[src/common/rf_div_pkg.sv]
/*
 * Shared constants and carrier types for the RF feedback divider word block.
 * Assumes a 24-bit serial word, shifted in most significant bit first.
 */
package rf_div_pkg;
    // Serial word geometry.
    localparam int WORD_W = 24;
    localparam int SEL_BIT = 0;
    localparam logic SEL_VALUE = 1'h0;
    localparam int FRAC_LO = 1;
    localparam int FRAC_W = 12;
    localparam int INT_LO = 13;
    localparam int INT_W = 11;
    // Integer field sub-fields.
    localparam int C_LO = 5;
    localparam int C_W = 6;
    localparam int B_LO = 2;
    localparam int B_W = 3;
    localparam int A_LO = 0;
    localparam int A_W = 2;
    // Prescaler base moduli and the B weight.
    localparam logic [5:0] BASE_SMALL = 6'h10;
    localparam logic [5:0] BASE_LARGE = 6'h20;
    localparam logic [2:0] B_WEIGHT = 3'h4;
    localparam logic PSC_SMALL = 1'h0;
    localparam logic PSC_LARGE = 1'h1;
    // Bit counter width.
    localparam int CNT_W = 5;

    // Decoded divider setting that leaves the block.
    typedef struct packed {
        logic [5:0] cycle_count;
        logic [2:0] four_count;
        logic [1:0] unit_count;
        logic [11:0] frac_low;
        logic spare_b_bit;
    } div_setting_t;
endpackage

[src/hdl/rf_feedback_divider_word.sv]
/*
 * Device-side receiver for the RF feedback divider control word.
 * Assumes the host drives a three-wire link (data, clock, latch enable)
 * asynchronously; all three pins are synchronised to the core clock.
 */
`timescale 1ns/1ps

// Behaviour
// bit zero low selects this word
// low twelve payload bits are fraction low
// two four-modulus prescalers, small and large
// divide equals base times C plus 4B plus A
// host keeps C at least max of A, B
// spare B bit goes to modulator
// host limits small prescaler range 49 to 1023
// host limits fourth order 64 to 75
// host limits large prescaler range 97 to 2045
// host avoids fourth order at 227-230
// select zero small prescaler, one large
// auto powerup clears aux powerdown on write
// C B A split, applied after write completes
module rf_feedback_divider_word (
    // Clock and reset.
    input wire logic clock,
    input wire logic rst_n,
    // Serial programming pins.
    input wire logic ser_data,
    input wire logic ser_clk,
    input wire logic ser_latch,
    // Configuration held elsewhere in the device.
    input wire logic rf_prescaler_select,
    input wire logic auto_powerup_on_write,
    input wire logic aux_pd_write,
    input wire logic aux_pd_value,
    // Divider outputs.
    output rf_div_pkg::div_setting_t setting,
    output logic [10:0] rf_integer_divide,
    output logic [11:0] divide_value,
    output logic word_applied,
    output logic aux_loop_powerdown
);
    ////////////////////////////////////////////////////////////////////////////
    // Pin synchronisers: first stage read only by the second.
    logic [2:0] sync1_ff;
    logic [2:0] sync2_ff;
    logic [2:0] prev_ff;
    logic [2:0] nxt_sync1;

    // Registered pin samples; edges come from stage two and its delay.
    always_comb begin
        nxt_sync1 = {ser_latch, ser_clk, ser_data};
    end

    always_ff @(posedge clock) begin
        if (!rst_n) begin
            sync1_ff <= 3'h0;
            sync2_ff <= 3'h0;
            prev_ff <= 3'h0;
        end else begin
            sync1_ff <= nxt_sync1;
            sync2_ff <= sync1_ff;
            prev_ff <= sync2_ff;
        end
    end

    logic clk_rise;
    logic latch_rise;
    assign clk_rise = sync2_ff[1] & ~prev_ff[1];
    assign latch_rise = sync2_ff[2] & ~prev_ff[2];

    ////////////////////////////////////////////////////////////////////////////
    // Shift register and word apply.
    logic [rf_div_pkg::WORD_W-1:0] shift_ff;
    logic [rf_div_pkg::WORD_W-1:0] nxt_shift;
    logic [10:0] int_ff;
    logic [10:0] nxt_int;
    logic [11:0] frac_ff;
    logic [11:0] nxt_frac;
    logic applied_ff;
    logic nxt_applied;
    logic aux_pd_ff;
    logic nxt_aux_pd;
    logic hit;

    // The word only counts when its selector bit is low; other words pass by.
    assign hit = latch_rise && (shift_ff[rf_div_pkg::SEL_BIT] == rf_div_pkg::SEL_VALUE);

    // Shift on clock rise; the new value is taken only at the latch edge, so
    // a half-shifted word never reaches the divider.
    always_comb begin
        nxt_shift = shift_ff;
        nxt_int = int_ff;
        nxt_frac = frac_ff;
        nxt_applied = 1'h0;
        nxt_aux_pd = aux_pd_ff;
        if (clk_rise) begin
            nxt_shift = {shift_ff[rf_div_pkg::WORD_W-2:0], sync2_ff[0]};
        end
        if (aux_pd_write) begin
            nxt_aux_pd = aux_pd_value;
        end
        if (hit) begin
            nxt_int = shift_ff[rf_div_pkg::INT_LO +: rf_div_pkg::INT_W];
            nxt_frac = shift_ff[rf_div_pkg::FRAC_LO +: rf_div_pkg::FRAC_W];
            nxt_applied = 1'h1;
            // Auto powerup wins over a simultaneous register write.
            if (auto_powerup_on_write) begin
                nxt_aux_pd = 1'h0;
            end
        end
    end

    always_ff @(posedge clock) begin
        if (!rst_n) begin
            shift_ff <= '0;
            int_ff <= 11'h000;
            frac_ff <= 12'h000;
            applied_ff <= 1'h0;
            aux_pd_ff <= 1'h0;
        end else begin
            shift_ff <= nxt_shift;
            int_ff <= nxt_int;
            frac_ff <= nxt_frac;
            applied_ff <= nxt_applied;
            aux_pd_ff <= nxt_aux_pd;
        end
    end

    ////////////////////////////////////////////////////////////////////////////
    // Decode of the held word into counter settings.
    logic [5:0] base;
    logic [5:0] c_cnt;
    logic [2:0] b_cnt;
    logic [1:0] a_cnt;
    logic [11:0] dv_ff;
    logic [11:0] nxt_dv;

    // Select low means the small 16/17/20/21 set, high the large 32/33/36/37.
    assign base = (rf_prescaler_select == rf_div_pkg::PSC_LARGE) ?
        rf_div_pkg::BASE_LARGE : rf_div_pkg::BASE_SMALL;
    assign c_cnt = int_ff[rf_div_pkg::C_LO +: rf_div_pkg::C_W];
    assign b_cnt = int_ff[rf_div_pkg::B_LO +: rf_div_pkg::B_W];
    assign a_cnt = int_ff[rf_div_pkg::A_LO +: rf_div_pkg::A_W];

    // Effective divide; host range limits are trusted, not checked here.
    always_comb begin
        // Every operand is widened first, so no product wraps at its own width.
        nxt_dv = 12'(base) * 12'(c_cnt) + 12'(rf_div_pkg::B_WEIGHT) * 12'(b_cnt)
            + 12'(a_cnt);
    end

    always_ff @(posedge clock) begin
        if (!rst_n) begin
            dv_ff <= 12'h000;
        end else begin
            dv_ff <= nxt_dv;
        end
    end

    // With the small prescaler only B values 0..3 are in use, so the top B
    // bit is free, and spare_b_bit is driven high to offer it to the modulator.
    assign setting.cycle_count = c_cnt;
    assign setting.four_count = b_cnt;
    assign setting.unit_count = a_cnt;
    assign setting.frac_low = frac_ff;
    assign setting.spare_b_bit = (rf_prescaler_select == rf_div_pkg::PSC_SMALL);
    assign rf_integer_divide = int_ff;
    assign divide_value = dv_ff;
    assign word_applied = applied_ff;
    assign aux_loop_powerdown = aux_pd_ff;
endmodule
[config.mk]
export PLATFORM = sky130hd
export DESIGN_NAME = rf_feedback_divider_word
export DESIGN_NICKNAME = d
export VERILOG_FILES = /design/src/common/rf_div_pkg.sv /design/src/hdl/rf_feedback_divider_word.sv
export SDC_FILE = /design/constraint.sdc
export NUM_CORES = 1
export LEC_CHECK = 0
export ABC_CLOCK_PERIOD_IN_PS = 5630
export BUFFER_PORTS_ARGS = -buffer_cell sky130_fd_sc_hd__buf_2
export CAP_MARGIN = 20
export CELL_PAD_IN_SITES_DETAIL_PLACEMENT = 0
export CELL_PAD_IN_SITES_GLOBAL_PLACEMENT = 1
export CORE_ASPECT_RATIO = 1.1
export CORE_UTILIZATION = 44
export DETAILED_ROUTE_END_ITERATION = 10
export PLACE_DENSITY = 0.91
export SETUP_SLACK_MARGIN = 0.15
export SLEW_MARGIN = 15
export SYNTH_ARGS = -nofsm -noshare
export SYNTH_HDL_FRONTEND = slang
export SYNTH_SLANG_ARGS = --single-unit
[constraint.sdc]
create_clock -name clock -period 5.63 [get_ports clock]
set_input_delay 0.8445 -clock clock [delete_from_list [all_inputs] [get_ports clock]]
set_output_delay 0.8445 -clock clock [all_outputs]
set_load 0.03 [all_outputs]
**Word level (Yosys, flattened, before mapping)**

Index checks and enable logic that the tools add are counted.

- Bits of input ports: 9
- Memories kept: 0
- Bits in registers: 70
- Bits in latches: 0
- Output and inout bits: 49
- Logic and storage cells: 24
- Bits in writable memories: 0
- Bits in read-only memories: 0

- Order comparisons: 0
- Add/subtract/negate cells: 2
- Equality and inequality tests: 0
- Div/mod/pow operators: 0
- Mux-type cells: 5
- Shift-type cells: 0
- Multiply operators: 1
- Reductions and logical operators: 1
- Bitwise operators: 6

Operators with widths:

| kind | number |
|---|---|
| $add A12 B2 Y12 | 1 |
| $add A12 B5 Y12 | 1 |
| $mul A6 B6 Y12 | 1 |
| $mux W6 | 1 |
| $mux W1 | 4 |
| $not A1 Y1 | 4 |
| $and A1 B1 Y1 | 2 |
| $logic_and A1 B1 Y1 | 1 |

**Depth between registers and ports, before layout**

- Depth in word-level cells: 4
- Mapped depth: 10
- Depth with buffers taken out: 9

**Worst setup path before layout**

OpenSTA, ideal clock, no wires.

- Kind: input to register
- From: input rf_prescaler_select
- To: register dv_ff[10], in the netlist divide_value[10]
- Stages: 10
- Data required time: 5,515 ps
- Path buffers: 1
- Library setup time: 115 ps
- Setup slack: 2,574 ps
- Arrival: 2,941 ps
- Path through: buf_4 and2b_1 ha_1 ha_1 ha_1 ha_1 a21o_1 o21bai_1 xor2_1 and2_1

- Word-level cells in the longest chain between the ends: 4

RTL lines:

| what | line | RTL |
|---|---|---|
| start, declared | rf_feedback_divider_word.sv:31 | `input wire logic rf_prescaler_select,` |
| $mux W6 | rf_feedback_divider_word.sv:139 | `assign base = (rf_prescaler_select == rf_div_pkg::PSC_LARGE) ?` |
| $mul A6 B6 Y12 | rf_feedback_divider_word.sv:148 | `nxt_dv = 12'(base) * 12'(c_cnt) + 12'(rf_div_pkg::B_WEIGHT) * 12'(b_cnt)` |
| $add A12 B5 Y12 | rf_feedback_divider_word.sv:148 |  |
| $add A12 B2 Y12 | rf_feedback_divider_word.sv:149 | `+ 12'(a_cnt);` |
| end signal, assigned | rf_feedback_divider_word.sv:156 | `dv_ff <= nxt_dv;` |
| end, declared | rf_feedback_divider_word.sv:135 | `logic [11:0] dv_ff;` |

Every way passes these cells.
A chain may end at the register's enable or synchronous reset.

**Worst setup path in the final report**

Same ends and word-level chain as after synthesis.

==> results.sh <==
export IMPL_outcome="finished, final reports clean"
export IMPL_antenna_found_initial=0
export IMPL_postCtsSetupRepairBufs=0
export IMPL_synthFlopType="dfxtp_1"
export IMPL_routedWlPerCell_um=11.2
export IMPL_holdBufCountCts=0
export IMPL_num_io_pins=58
export IMPL_critPathKind="in -> reg"
export IMPL_crit_path_cell_trace="buf_2 > and2b_1 > ha_1 > ha_1 > ha_1 > ha_1 > a21o_1 > o21bai_1 > xor2_1 > and2_1"
export IMPL_synth_edf_count=0
export IMPL_cts_root_buf="clkbuf_8"
export IMPL_drc_errors=0
export IMPL_path_clk_slew_ns=0.07
export IMPL_clock_skew_ns=0.00819
export IMPL_cts_made_buffers=9
export IMPL_num_rows=30
export IMPL_slew_headroom=0.390
export IMPL_ys_top_cells_by_count="nand2_1 (87), dfxtp_1 (69), a21boi_0 (41)"
export IMPL_clock_sinks=69
export IMPL_arrival_ns=3.15
export IMPL_dpl_cell_area_um2=3010
export IMPL_synth_area_um2=2820
export IMPL_finalSetupTns_ns=0
export IMPL_dieWidth_um=78.3
export IMPL_synth_top_area_cell="dfxtp_1"
export IMPL_total_power_uw=902
export IMPL_post_route_period_util=0.519
export IMPL_die_y_um=85.9
export IMPL_crit_top_cell="ha_1"
export IMPL_worst_pin_slew_ns=0.911
export IMPL_syn_avg_cell_area_um2=9.26
export IMPL_cpPeakStageDelay_ns=0.35
export IMPL_cts_htree_levels=3
export IMPL_antenna_cells=0
export IMPL_cp_start_kind="primary input"
export IMPL_wirelength_um=4760
export IMPL_synthDominantCellAreaShare=0.491
export IMPL_viasPerCell=4.71
export IMPL_die_area_um2=6720
export IMPL_ys_warn_count=0
export IMPL_tritoncts="yes"
export IMPL_gr_total_overflow=0
export IMPL_synth_area_leaders="dfxtp_1 (49%), nand2_1 (12%), a21boi_0 (11%), and2_1 (5.1%), ha_1 (4.9%)"
export IMPL_grt_usage=0.159
export IMPL_clk_insertion_delay_late_ns=0.33
export IMPL_cp_slowest_cell="ha_1"
export IMPL_grt_pass1_wl_um=8290
export IMPL_synth_seq_area_share=0.491
export IMPL_drive_gt1_frac=0.223
export IMPL_grt_setup_unrepaired="no"
export IMPL_fmax_mhz=342
export IMPL_drt_pass1_iterations=4
export IMPL_cp_end_kind="register"
export IMPL_synthArstFlopShare=0
export IMPL_dp_hpwl_um=3100
export IMPL_postSynthCellCount=304
export IMPL_p_per_area_nw_per_um2=283
export IMPL_post_cts_resized=0
export IMPL_vias=2002
export IMPL_crit_path_max_fanout=11
export IMPL_fillers=615
export IMPL_yosysMostFrequentCell="nand2_1"
export IMPL_core_um2=6160
export IMPL_ir_drop_mv=0.159
export IMPL_leakage_uw=0.00140
export IMPL_setup_viol=0
export IMPL_detail_route_antenna_nets=0
export IMPL_place_congestion=0.706
export IMPL_maxSlewViolCount=0
export IMPL_ys_types=32
export IMPL_io_buffers=57
export IMPL_grt_pass1_vias=1886
export IMPL_ys_ff_latch=69
export IMPL_hold_viol=0
export IMPL_min_delay_path_class="reg -> reg"
export IMPL_grt_max_degree=66
export IMPL_drv_cap=0
export IMPL_stdcell_area_um2=3190
export IMPL_area_growth_pct=13.2
export IMPL_start_util=0.457
export IMPL_min_period_ns=2.92
export IMPL_worstPathRequired_ns=5.86
export IMPL_clockBufferDepth=2
export IMPL_drt_iter0_drc=103
export IMPL_nets=361
-- placed cells by master (no fill, tap or decap), drive strengths merged, types with 2 or more instances in the layout --
| master | n |
|---|---|
| dfxtp | 69 |
| a21boi | 44 |
| nand2 | 87 |
| xnor2 | 2 |
| and2b | 2 |
| a21o | 2 |
| nor2b | 2 |
| and2 | 23 |
| clkbuf | 12 |
| clkinv | 3 |
| o22a | 4 |
| nand3 | 2 |
| xor2 | 2 |
| buf | 57 |
| and3 | 2 |
| mux2 | 3 |
| conb | 3 |
| a21oi | 2 |
| ha | 11 |
| nand2b | 2 |
-- sequential cells by signal, summed over array words and instances (netlist names) --
name	flops
frac_ff	12
rf_integer_divide	11
aux_loop_powerdown	1
sync2_ff	3
shift_ff	24
sync1_ff	3
word_applied	1
prev_ff	2
divide_value	12
-- kinds of logic after synthesis --
kind of cell / Yosys count / share of synthesized area
AO/OA/AOI/OAI: 55 / 0.152
multiplexers: 4 / 0.0169
flip-flops: 69 / 0.491
buffers and inverters: 35 / 0.0724
other: 1 / 0.00133
AND/OR/NAND/NOR: 124 / 0.199
adder cells (fa/ha/maj): 12 / 0.0560
XOR/XNOR: 4 / 0.0124
-- per-stage QoR --
stage	util	hold WS (ns)	cells	setup WS [ns]
after global placement	0.489	0.421	409	2.45
after detailed placement	0.489	0.424	409	2.38
final	0.518	0.438	425	2.71
after floorplan	-	0.412	306	2.57
after CTS	0.518	0.440	425	2.74
after global routing	0.518	0.458	425	2.61
-- path summary, 6_finish.rpt --
| check | start | end | slack (ns) | depth (start not counted) |
|---|---|---|---|---|
| max | rf_prescaler_select | divide_value[10] | 2.71 | 10 |
| min | sync1_ff[1] | sync2_ff[1] | 0.44 | 1 |
| max reg2reg | rf_integer_divide[10] | divide_value[10] | 3.13 | 9 |
| min reg2reg | sync1_ff[1] | sync2_ff[1] | 0.44 | 1 |
-- worst max-delay path, delay by kind of cell --
| family | cells | cell delay [ns] |
|---|---|---|
| adder cells (fa/ha/maj) | 4 | 1.22 |
| XOR/XNOR | 1 | 0.16 |
| AND/OR/NAND/NOR | 2 | 0.38 |
| buffers and inverters | 1 | 0.21 |
| AO/OA/AOI/OAI | 2 | 0.35 |
-- final cells by class --
class / count / area (µm²) / share of cell area
inverters: 1 / 3.75 / 0.00118
clock inverters: 4 / 22.5 / 0.00706
flip-flops and latches: 69 / 1380 / 0.433
well taps: 80 / 100 / 0.0314
repair buffers: 57 / 285 / 0.0895
multi-input cells: 202 / 1240 / 0.389
clock buffers: 12 / 155 / 0.0487
-- metal layers --
metal	vias up	wire, µm	global-route usage
met5	-	0	0
li1	1042	-	-
met3	11	188	0.0319
met1	905	2220	0.185
met2	44	2230	0.267
met4	0	120	0.101
-- power by group --
part           switching (µW)  internal (µW)  total [µW]
Sequential               2.25            495         497
Combinational            34.3           17.3        51.6
Clock                     172            182         354
(Power assumes the default switching activity.)
